$ cat config.mk
export PLATFORM = sky130hd
export DESIGN_NAME = dbgp_top
export DESIGN_NICKNAME = d
export VERILOG_FILES = /design/src/logic/dbgp_pkg.sv /design/src/logic/dbgp_sync2.sv /design/src/logic/dbgp_top.sv
export SDC_FILE = /design/constraint.sdc
export NUM_CORES = 1
export LEC_CHECK = 0
export BUFFER_PORTS_ARGS = -buffer_cell sky130_fd_sc_hd__buf_4
export CAP_MARGIN = 10
export CORE_ASPECT_RATIO = 0.75
export CORE_MARGIN = 2
export CORE_UTILIZATION = 47
export DETAILED_ROUTE_END_ITERATION = 7
export GPL_TIMING_DRIVEN = 0
export PLACE_DENSITY_LB_ADDON = 0.05
export SYNTH_ARGS = -nofsm -noshare
export SYNTH_HDL_FRONTEND = slang
export SYNTH_SLANG_ARGS = --single-unit
export TNS_END_PERCENT = 10
$ cat constraint.sdc
create_clock -name mclk_i -period 7.3 [get_ports mclk_i]
set_clock_uncertainty 0.2 [all_clocks]
set_input_delay 1.46 -clock mclk_i [delete_from_list [all_inputs] [get_ports mclk_i]]
set_output_delay 1.46 -clock mclk_i [all_outputs]
set_load 0.01 [all_outputs]
$ cat src/logic/dbgp_pkg.sv
// Shared constants and types of the debug probe and boot strap block.
// Assumes a single 125 MHz clock domain; used by dbgp_top and the verification files.
package dbgp_pkg;
   // Register offsets on the plain register port
   localparam logic [7:0] DBGP_REG_DIG_PROBE = 8'h00;
   localparam logic [7:0] DBGP_REG_ANA_PROBE = 8'h04;
   localparam logic [7:0] DBGP_REG_STATUS = 8'h08;
   localparam logic [7:0] DBGP_REG_VERSION = 8'h0C;

   // Field positions inside the digital probe register
   localparam int DBGP_GROUP_LSB = 0;
   localparam int DBGP_POS_LSB = 8;
   // Field positions inside the analog probe register
   localparam int DBGP_ANA1_LSB = 0;
   localparam int DBGP_ANA2_LSB = 8;
   localparam int DBGP_ANA1_EN_BIT = 16;
   localparam int DBGP_ANA2_EN_BIT = 17;

   // Probe group codes
   localparam logic [7:0] DBGP_GRP_CLOCK = 8'h01;
   localparam logic [7:0] DBGP_GRP_TX_ENC = 8'h1B;
   localparam logic [7:0] DBGP_GRP_TIMER = 8'h1D;
   localparam logic [7:0] DBGP_GRP_CARD = 8'h30;
   localparam logic [7:0] DBGP_GRP_TRANSCEIVE = 8'h58;
   localparam logic [7:0] DBGP_GRP_RX_DATA = 8'h70;
   localparam logic [7:0] DBGP_GRP_RX_ERR = 8'h73;
   localparam int DBGP_NUM_GROUPS = 7;
   localparam int DBGP_SIGS_PER_GROUP = 9;

   // Output pin codes held in the high nibble of the position parameter
   localparam logic [3:0] DBGP_PIN_IRQ = 4'h0;
   localparam logic [3:0] DBGP_PIN_GENERAL_OUTPUT_ONE = 4'h1;
   localparam logic [3:0] DBGP_PIN_AUX_OUT_TWO = 4'h2;
   localparam logic [3:0] DBGP_PIN_AUX_OUT_ONE = 4'h3;

   // Reset values and the hash step constant
   localparam logic [15:0] DBGP_DIG_PROBE_RST = 16'hF000;
   localparam logic [17:0] DBGP_ANA_PROBE_RST = 18'h00000;
   localparam logic [31:0] DBGP_HASH_SEED = 32'h6A09E667;
   localparam logic [31:0] DBGP_HASH_ADD = 32'h9E3779B9;

   // Settle count at which the strap is sampled after reset release; covers the two synchroniser stages
   localparam logic [1:0] DBGP_STRAP_SETTLE = 2'h3;

   typedef enum logic [1:0] {
      DBGP_OP_AUTH,
      DBGP_OP_HEADER,
      DBGP_OP_DATA,
      DBGP_OP_FINISH
   } dbgp_op_type;

   typedef enum logic [2:0] {
      DBGP_RSP_OK,
      DBGP_RSP_LOCKED,
      DBGP_RSP_AUTH_FAIL,
      DBGP_RSP_OLD_MAJOR,
      DBGP_RSP_BAD_HASH,
      DBGP_RSP_SEQUENCE
   } dbgp_rsp_code_type;

   typedef struct packed {
      dbgp_op_type opcode;
      logic [31:0] arg;
   } dbgp_cmd_type;

   typedef struct packed {
      logic irq;
      logic general_output_one;
      logic aux_out_one;
      logic aux_out_two;
   } dbgp_pins_type;
endpackage : dbgp_pkg

$ cat src/logic/dbgp_sync2.sv
// Two-stage synchroniser for a level that comes from a device pin.
// Assumes the level changes slowly compared with the clock.
`timescale 1ns/1ps
module dbgp_sync2 (
   input wire logic mclk_i,
   input wire logic rst_i,
   input wire logic async_i,
   output logic sync_o
);
   logic stage1;

   // The first stage feeds only the second one
   always_ff @(posedge mclk_i or posedge rst_i) begin
      if (rst_i) begin
         stage1 <= 1'b0;
         sync_o <= 1'b0;
      end else begin
         stage1 <= async_i;
         sync_o <= stage1;
      end
   end
endmodule : dbgp_sync2

$ cat src/logic/dbgp_top.sv
// Debug probe routing, analog probe selection, boot strap and download gate.
// Assumes the core gives probe groups, analog sources and commands on mclk_i.
//
// What this block does
// Bits 7:4 of the position parameter pick the digital probe pin 0..3.
// Low nibble of the position parameter picks the signal within the group.
// The first probe parameter is the group code, such as 01, 1B or 73.
// At most two analog probes, one on each auxiliary pin.
// Two converters carry selected internal words, chosen by two parameters.
// Auxiliary two is an input from power-up until boot-complete idle interrupt.
// Strap high during start-up enters download mode, else normal boot.
// After boot completes the strap pin becomes a debug output.
// Host holds reset, raises strap, then releases reset to ask for download.
// Host lowers strap then resets the device to leave download mode.
// In download mode commands go to the download engine, not the normal set.
// Download is locked until authentication; image checked with a hash.
// Image carries major and minor version; lower major is rejected.
// A reserved pin code leaves all four pins normal, no probe routed.
//
// The register addresses and strobed register access were chosen for this implementation.
`timescale 1ns/1ps
module dbgp_top
   import dbgp_pkg::*;
#(
   parameter int ANA_SRC = 16,
   parameter int DAC_W = 8,
   parameter logic [31:0] AUTH_KEY = 32'h5A5A0001, // Arbitrary value
   parameter logic [7:0] INIT_MAJOR = 8'h01,
   parameter logic [7:0] INIT_MINOR = 8'h00
) (
   input wire logic mclk_i,
   input wire logic rst_i,
   input wire logic [7:0] reg_addr_i,
   input wire logic [31:0] reg_wdata_i,
   input wire logic reg_wr_i,
   input wire logic reg_rd_i,
   output logic [31:0] reg_rdata_o,
   input wire logic [DBGP_NUM_GROUPS*DBGP_SIGS_PER_GROUP-1:0] probe_groups_i,
   input wire logic [ANA_SRC*DAC_W-1:0] ana_src_i,
   input wire dbgp_pins_type pin_func_i,
   input wire logic boot_idle_irq_i,
   input wire logic aux_out_two_in_i,
   output dbgp_pins_type pin_out_o,
   output logic aux_out_two_oe_o,
   output logic [DAC_W-1:0] aux_out_one_dac_o,
   output logic [DAC_W-1:0] aux_out_two_dac_o,
   output logic aux_out_one_dac_en_o,
   output logic aux_out_two_dac_en_o,
   input wire logic cmd_valid_i,
   input wire dbgp_cmd_type cmd_i,
   output logic normal_cmd_valid_o,
   output dbgp_cmd_type normal_cmd_o,
   output logic dl_rsp_valid_o,
   output dbgp_rsp_code_type dl_rsp_o
);
   typedef enum {ST_SETTLE, ST_STARTUP, ST_RUN} dbgp_boot_type;
   typedef enum {DL_LOCKED, DL_OPEN, DL_IMAGE} dbgp_dl_type;

   localparam int SEL_W = $clog2(ANA_SRC);

   // Register state
   logic [15:0] dig_probe, next_dig_probe;
   logic [17:0] ana_probe, next_ana_probe;
   logic [31:0] rdata, next_rdata;

   // Boot state
   dbgp_boot_type boot, next_boot;
   logic [1:0] settle, next_settle;
   logic dl_mode, next_dl_mode;
   logic strap_sync;

   // Command steering and download engine state
   dbgp_dl_type dl, next_dl;
   logic [31:0] hash, next_hash;
   logic [7:0] inst_major, next_inst_major;
   logic [7:0] inst_minor, next_inst_minor;
   logic [7:0] img_major, next_img_major;
   logic [7:0] img_minor, next_img_minor;
   logic img_ok, next_img_ok;
   logic rsp_valid, next_rsp_valid;
   dbgp_rsp_code_type rsp, next_rsp;
   logic norm_valid, next_norm_valid;
   dbgp_cmd_type norm_cmd, next_norm_cmd;

   // Pin state
   dbgp_pins_type pins, next_pins;
   logic aux_out_two_oe, next_aux_out_two_oe;
   logic [DAC_W-1:0] dac1, next_dac1, dac2, next_dac2;
   logic dac1_en, next_dac1_en, dac2_en, next_dac2_en;

   // Probe selection
   logic [DBGP_SIGS_PER_GROUP-1:0] group_sigs;
   logic group_hit;
   logic probe_bit;
   logic [DAC_W-1:0] ana_words [ANA_SRC];

   dbgp_sync2 u_strap_sync (
      .mclk_i(mclk_i),
      .rst_i(rst_i),
      .async_i(aux_out_two_in_i),
      .sync_o(strap_sync)
   );

   genvar gi;
   generate
      for (gi = 0; gi < ANA_SRC; gi++) begin : g_ana
         assign ana_words[gi] = ana_src_i[gi*DAC_W +: DAC_W];
      end
   endgenerate

   // Group code lookup; unknown codes route nothing
   always_comb begin
      group_hit = 1'b1;
      case (dig_probe[DBGP_GROUP_LSB +: 8])
         DBGP_GRP_CLOCK: group_sigs = probe_groups_i[0*DBGP_SIGS_PER_GROUP +: DBGP_SIGS_PER_GROUP];
         DBGP_GRP_TX_ENC: group_sigs = probe_groups_i[1*DBGP_SIGS_PER_GROUP +: DBGP_SIGS_PER_GROUP];
         DBGP_GRP_TIMER: group_sigs = probe_groups_i[2*DBGP_SIGS_PER_GROUP +: DBGP_SIGS_PER_GROUP];
         DBGP_GRP_CARD: group_sigs = probe_groups_i[3*DBGP_SIGS_PER_GROUP +: DBGP_SIGS_PER_GROUP];
         DBGP_GRP_TRANSCEIVE: begin
            group_sigs = probe_groups_i[4*DBGP_SIGS_PER_GROUP +: DBGP_SIGS_PER_GROUP];
         end
         DBGP_GRP_RX_DATA: group_sigs = probe_groups_i[5*DBGP_SIGS_PER_GROUP +: DBGP_SIGS_PER_GROUP];
         DBGP_GRP_RX_ERR: group_sigs = probe_groups_i[6*DBGP_SIGS_PER_GROUP +: DBGP_SIGS_PER_GROUP];
         default: begin
            group_sigs = '0;
            group_hit = 1'b0;
         end
      endcase
      // Signal codes above 8 are unused and show low
      if (group_hit && dig_probe[DBGP_POS_LSB +: 4] < 4'(DBGP_SIGS_PER_GROUP)) begin
         probe_bit = group_sigs[dig_probe[DBGP_POS_LSB +: 4]];
      end else begin
         probe_bit = 1'b0;
      end
   end

   // Register port
   always_comb begin
      next_dig_probe = dig_probe;
      next_ana_probe = ana_probe;
      next_rdata = '0;
      if (reg_wr_i) begin
         case (reg_addr_i)
            DBGP_REG_DIG_PROBE: next_dig_probe = reg_wdata_i[15:0];
            DBGP_REG_ANA_PROBE: next_ana_probe = reg_wdata_i[17:0];
            default: ;
         endcase
      end
      if (reg_rd_i) begin
         case (reg_addr_i)
            DBGP_REG_DIG_PROBE: next_rdata = {16'h0000, dig_probe};
            DBGP_REG_ANA_PROBE: next_rdata = {14'h0000, ana_probe};
            DBGP_REG_STATUS: begin
               next_rdata = {26'h0000000, img_ok, dl == DL_IMAGE, dl != DL_LOCKED,
                             boot == ST_RUN, aux_out_two_oe, dl_mode};
            end
            DBGP_REG_VERSION: next_rdata = {img_major, img_minor, inst_major, inst_minor};
            default: next_rdata = '0;
         endcase
      end
   end

   // Boot sequence and strap capture
   always_comb begin
      next_boot = boot;
      next_settle = settle;
      next_dl_mode = dl_mode;
      case (boot)
         ST_SETTLE: begin
            // Wait for the synchroniser to hold the strap level seen at release
            next_settle = settle + 2'h1;
            if (settle == DBGP_STRAP_SETTLE) begin
               next_dl_mode = strap_sync;
               next_boot = ST_STARTUP;
            end
         end
         ST_STARTUP: begin
            if (boot_idle_irq_i) begin
               next_boot = ST_RUN;
            end
         end
         ST_RUN: ; // Leaving download mode needs a reset with the strap low R10
         default: next_boot = ST_SETTLE;
      endcase
   end

   // Command steering and download engine
   always_comb begin
      next_dl = dl;
      next_hash = hash;
      next_inst_major = inst_major;
      next_inst_minor = inst_minor;
      next_img_major = img_major;
      next_img_minor = img_minor;
      next_img_ok = img_ok;
      next_rsp_valid = 1'b0;
      next_rsp = rsp;
      next_norm_valid = 1'b0;
      next_norm_cmd = norm_cmd;
      if (cmd_valid_i && boot != ST_SETTLE) begin
         if (!dl_mode) begin
            next_norm_valid = 1'b1;
            next_norm_cmd = cmd_i;
         end else begin
            next_rsp_valid = 1'b1;
            next_rsp = DBGP_RSP_OK;
            case (cmd_i.opcode)
               DBGP_OP_AUTH: begin
                  if (cmd_i.arg == AUTH_KEY) begin
                     next_dl = DL_OPEN;
                  end else begin
                     next_dl = DL_LOCKED;
                     next_rsp = DBGP_RSP_AUTH_FAIL;
                  end
               end
               DBGP_OP_HEADER: begin
                  if (dl == DL_LOCKED) begin
                     next_rsp = DBGP_RSP_LOCKED;
                  end else if (cmd_i.arg[15:8] < inst_major) begin
                     next_rsp = DBGP_RSP_OLD_MAJOR;
                     next_dl = DL_OPEN;
                  end else begin
                     next_img_major = cmd_i.arg[15:8];
                     next_img_minor = cmd_i.arg[7:0];
                     next_hash = DBGP_HASH_SEED;
                     next_img_ok = 1'b0;
                     next_dl = DL_IMAGE;
                  end
               end
               DBGP_OP_DATA: begin
                  if (dl == DL_LOCKED) begin
                     next_rsp = DBGP_RSP_LOCKED;
                  end else if (dl != DL_IMAGE) begin
                     next_rsp = DBGP_RSP_SEQUENCE;
                  end else begin
                     // Light mixing digest; a stronger core can replace this function
                     next_hash = ({hash[26:0], hash[31:27]} ^ cmd_i.arg) + DBGP_HASH_ADD;
                  end
               end
               DBGP_OP_FINISH: begin
                  if (dl == DL_LOCKED) begin
                     next_rsp = DBGP_RSP_LOCKED;
                  end else if (dl != DL_IMAGE) begin
                     next_rsp = DBGP_RSP_SEQUENCE;
                  end else if (cmd_i.arg != hash) begin
                     next_rsp = DBGP_RSP_BAD_HASH;
                     next_dl = DL_OPEN;
                  end else begin
                     next_img_ok = 1'b1;
                     next_inst_major = img_major;
                     next_inst_minor = img_minor;
                     next_dl = DL_OPEN;
                  end
               end
               default: next_rsp = DBGP_RSP_SEQUENCE;
            endcase
         end
      end
   end

   // Pin drivers
   always_comb begin
      next_pins = pin_func_i;
      next_aux_out_two_oe = (boot == ST_RUN);
      // Reserved codes fall through with every pin normal
      case (dig_probe[DBGP_POS_LSB+4 +: 4])
         DBGP_PIN_IRQ: next_pins.irq = probe_bit;
         DBGP_PIN_GENERAL_OUTPUT_ONE: next_pins.general_output_one = probe_bit;
         DBGP_PIN_AUX_OUT_TWO: next_pins.aux_out_two = probe_bit;
         DBGP_PIN_AUX_OUT_ONE: next_pins.aux_out_one = probe_bit;
         default: ;
      endcase
      if (boot != ST_RUN) begin
         next_pins.aux_out_two = 1'b0;
      end
      // One converter per auxiliary pin, each with its own source select
      next_dac1_en = ana_probe[DBGP_ANA1_EN_BIT];
      next_dac2_en = ana_probe[DBGP_ANA2_EN_BIT] && boot == ST_RUN;
      next_dac1 = ana_words[ana_probe[DBGP_ANA1_LSB +: SEL_W]];
      next_dac2 = ana_words[ana_probe[DBGP_ANA2_LSB +: SEL_W]];
   end

   always_ff @(posedge mclk_i or posedge rst_i) begin
      if (rst_i) begin
         dig_probe <= DBGP_DIG_PROBE_RST;
         ana_probe <= DBGP_ANA_PROBE_RST;
         rdata <= '0;
         boot <= ST_SETTLE;
         settle <= '0;
         dl_mode <= 1'b0;
         dl <= DL_LOCKED;
         hash <= DBGP_HASH_SEED;
         inst_major <= INIT_MAJOR;
         inst_minor <= INIT_MINOR;
         img_major <= '0;
         img_minor <= '0;
         img_ok <= 1'b0;
         rsp_valid <= 1'b0;
         rsp <= DBGP_RSP_OK;
         norm_valid <= 1'b0;
         norm_cmd <= '0;
         pins <= '0;
         aux_out_two_oe <= 1'b0;
         dac1 <= '0;
         dac2 <= '0;
         dac1_en <= 1'b0;
         dac2_en <= 1'b0;
      end else begin
         dig_probe <= next_dig_probe;
         ana_probe <= next_ana_probe;
         rdata <= next_rdata;
         boot <= next_boot;
         settle <= next_settle;
         dl_mode <= next_dl_mode;
         dl <= next_dl;
         hash <= next_hash;
         inst_major <= next_inst_major;
         inst_minor <= next_inst_minor;
         img_major <= next_img_major;
         img_minor <= next_img_minor;
         img_ok <= next_img_ok;
         rsp_valid <= next_rsp_valid;
         rsp <= next_rsp;
         norm_valid <= next_norm_valid;
         norm_cmd <= next_norm_cmd;
         pins <= next_pins;
         aux_out_two_oe <= next_aux_out_two_oe;
         dac1 <= next_dac1;
         dac2 <= next_dac2;
         dac1_en <= next_dac1_en;
         dac2_en <= next_dac2_en;
      end
   end

   assign reg_rdata_o = rdata;
   assign pin_out_o = pins;
   assign aux_out_two_oe_o = aux_out_two_oe;
   assign aux_out_one_dac_o = dac1;
   assign aux_out_two_dac_o = dac2;
   assign aux_out_one_dac_en_o = dac1_en;
   assign aux_out_two_dac_en_o = dac2_en;
   assign normal_cmd_valid_o = norm_valid;
   assign normal_cmd_o = norm_cmd;
   assign dl_rsp_valid_o = rsp_valid;
   assign dl_rsp_o = rsp;
endmodule : dbgp_top

==> flow_metrics.env <==
export IMPL_syn_area_um2=11900
export IMPL_nets=1632
export IMPL_cap_violations=0
export IMPL_outcome="completed"
export IMPL_drc_errors=0
export IMPL_cts_repair_resized=0
export IMPL_worst_pin_slew_ns=1.12
export IMPL_rsz0062_at_grt="false"
export IMPL_cts_tree="built"
export IMPL_grt_usage=0.290
export IMPL_slowest_stage="nand4_1"
export IMPL_syn_area_per_cell_um2=12.2
export IMPL_finalCriticalPeriod_ns=3.99
export IMPL_ys_warn_count=0
export IMPL_setup_viol=0
export IMPL_drive_above_1_share=0.401
export IMPL_rows=50
export IMPL_grt_max_degree=110
export IMPL_crit_fanout=10
export IMPL_grt_pass1_wl_mm=58.6
export IMPL_peakVddDrop_mv=0.182
export IMPL_cellPowerDensity_nw_per_um2=265
export IMPL_num_vias=9916
export IMPL_post_drt_wl_per_cell_um=22.8
export IMPL_hold_buffers=0
export IMPL_path_class="input pin to register"
export IMPL_hold_viol=0
export IMPL_cp_cell_sequence="buf_4 -> clkbuf_1 -> xor2_1 -> nor4_1 -> nand4_1 -> nor2_1 -> nand4_1 -> buf_2 -> mux2_1"
export IMPL_worstSkewPairLatency_ns=0.50
export IMPL_dp_cells=1661
export IMPL_fmax_mhz=251
export IMPL_post_place_ws_ns=2.92
export IMPL_fillers=2091
export IMPL_fp_dieW_um=187
export IMPL_io_buffers=352
export IMPL_cp_common_cell="nand4_1"
export IMPL_clock_path_buffers=3
export IMPL_startpoint_type="input pin"
export IMPL_dp_hpwl_mm=30.1
export IMPL_ys_ff_latch=202
export IMPL_routed_wl_mm=38.9
export IMPL_pin_count=370
export IMPL_synth_cells=970
export IMPL_timing_final_ws_setup_ns=3.31
export IMPL_synth_area_top_cells="dfrtp_1, mux4_2, mux2_1"
export IMPL_final_cells=1704
export IMPL_hold_path_class="register to register"
export IMPL_die_area_um2=26500
export IMPL_place_congestion=0.930
export IMPL_routed_via_density=5.82
export IMPL_grt_ovfl_total=0
export IMPL_cpPeakStageDelay_ns=0.46
export IMPL_synth_common_cells="dfrtp_1, mux4_2, mux2_1"
export IMPL_cts_setup_buffers=0
export IMPL_final_period_utilization=0.546
export IMPL_design_power_total_mw=4.16
export IMPL_seq_area_um2=5080
export IMPL_htreeDepth=1
export IMPL_synth_flop_cell="dfrtp_1"
export IMPL_placed_area_um2=15000
export IMPL_maxSlewHeadroom=0.253
export IMPL_synth_top_cell_area_share=0.382
export IMPL_synth_distinct_cells=76
export IMPL_die_h_um=142
export IMPL_area_growth_pct=32.4
export IMPL_antenna_found_initial=2
export IMPL_arrival_ns=4.16
export IMPL_synth_yosys_seq_area_share=0.428
export IMPL_ys_async_sr_fraction=1.00
export IMPL_yosysMostFrequentCell="dfrtp_1"
export IMPL_core_area_um2=24900
export IMPL_cts_sinks=202
export IMPL_fin_util=0.631
export IMPL_syn_nets=1255
export IMPL_multi_input_area_um2=6460
export IMPL_initial_core_util=0.476
export IMPL_p_leak_nw=7.03
export IMPL_drv_slew=0
export IMPL_synth_top_area_cell="dfrtp_1"
export IMPL_synth_edf_count=0
export IMPL_end_kind="register"
export IMPL_cts_buffers=22
export IMPL_clkTransAtPathRegs_ns=0.06
export IMPL_holdWs_ns=0.152
export IMPL_ant_nets=0
export IMPL_design_area_um2=15700
export IMPL_root_buffer="clkbuf_16"
export IMPL_grt_pass1_vias=9886
export IMPL_drt_iter0_markers=816
export IMPL_crit_required_ns=7.47
export IMPL_fin_setup_tns_ns=0
export IMPL_dr_pass1_iters=5
worst paths after layout:
| check | start | endpoint | slack (ns) | depth (start not counted) |
|---|---|---|---|---|
| worst max-delay path | cmd_i[15] | inst_minor[0] | 3.31 | 9 |
| worst min-delay path | u_strap_sync.stage1 | u_strap_sync.sync_o | 0.15 | 0 |
| worst max register to register | inst_major[1] | img_minor[0] | 4.17 | 10 |
| worst min register to register | u_strap_sync.stage1 | u_strap_sync.sync_o | 0.15 | 0 |
| max in group asynchronous | rst_i | hash[9] | 5.04 | 3 |
| min in group asynchronous | rst_i | normal_cmd_o[12] | 0.91 | 2 |
power by group:
part           internal [mW]  switching, mW  total [mW]
Clock                  0.670          0.457        1.13
Sequential              1.42          0.216        1.63
Combinational          0.711          0.692        1.40
state kept, by name, summed over array words and instances, names as in the netlist, 2 cells and up:
name	cells
dl_rsp_o	3
normal_cmd_o	34
hash	32
reg_rdata_o	32
inst_minor	8
boot	2
pin_out_o	4
dl	2
dig_probe	16
img_major	8
aux_out_one_dac_o	8
settle	2
img_minor	8
inst_major	8
aux_out_two_dac_o	8
ana_probe	18
kinds of logic after synthesis:
logic type,Yosys count,share of synthesized area
AO/OA/AOI/OAI,157,0.0934
XOR/XNOR,93,0.0687
multiplexers,208,0.271
flip-flops,202,0.428
buffers and inverters,83,0.0279
AND/OR/NAND/NOR,218,0.101
adder cells (fa/ha/maj),9,0.00949
critical path: cells and delay by family:
kind                   cells  cell delay (ns)
AND/OR/NAND/NOR            4             1.28
XOR/XNOR                   1             0.15
multiplexers               1             0.34
buffers and inverters      3             0.91
layout by cell type (no fill, tap or decap), types with 15 or more instances in the layout:
| master | instances |
|---|---|
| nand2_1 | 37 |
| a22oi_1 | 27 |
| clkbuf_16 | 23 |
| mux2i_1 | 23 |
| xor2_1 | 61 |
| mux4_2 | 80 |
| mux2_2 | 26 |
| nor4_1 | 15 |
| dfrtp_1 | 181 |
| a21oi_1 | 34 |
| mux2_1 | 79 |
| xnor2_1 | 32 |
| and3_1 | 19 |
| inv_1 | 18 |
| dfstp_2 | 21 |
| buf_4 | 353 |
| nor2_1 | 56 |
| clkbuf_1 | 40 |
area by class of cell:
cell class | count | share of cell area
repair buffers | 353 | 0.170
multi-input cells | 685 | 0.411
flip-flops and latches | 202 | 0.324
well taps | 338 | 0.0269
plain buffers | 62 | 0.0161
clock buffers | 30 | 0.0396
clock inverters | 10 | 0.00677
diodes | 3 | 0.000478
inverters | 21 | 0.00550
per-layer routing:
| layer | part of all wire | vias up | track usage | wire length, µm |
|---|---|---|---|---|
| met5 | 0.00036 | - | 0 | 14 |
| met4 | 0.021 | 2 | 0.0634 | 814 |
| met3 | 0.089 | 53 | 0.0799 | 3460 |
| met2 | 0.44 | 438 | 0.439 | 17200 |
| met1 | 0.45 | 4988 | 0.421 | 17400 |
| li1 | - | 4435 | - | - |
No activity file was read; power rests on OpenSTA's default activity.
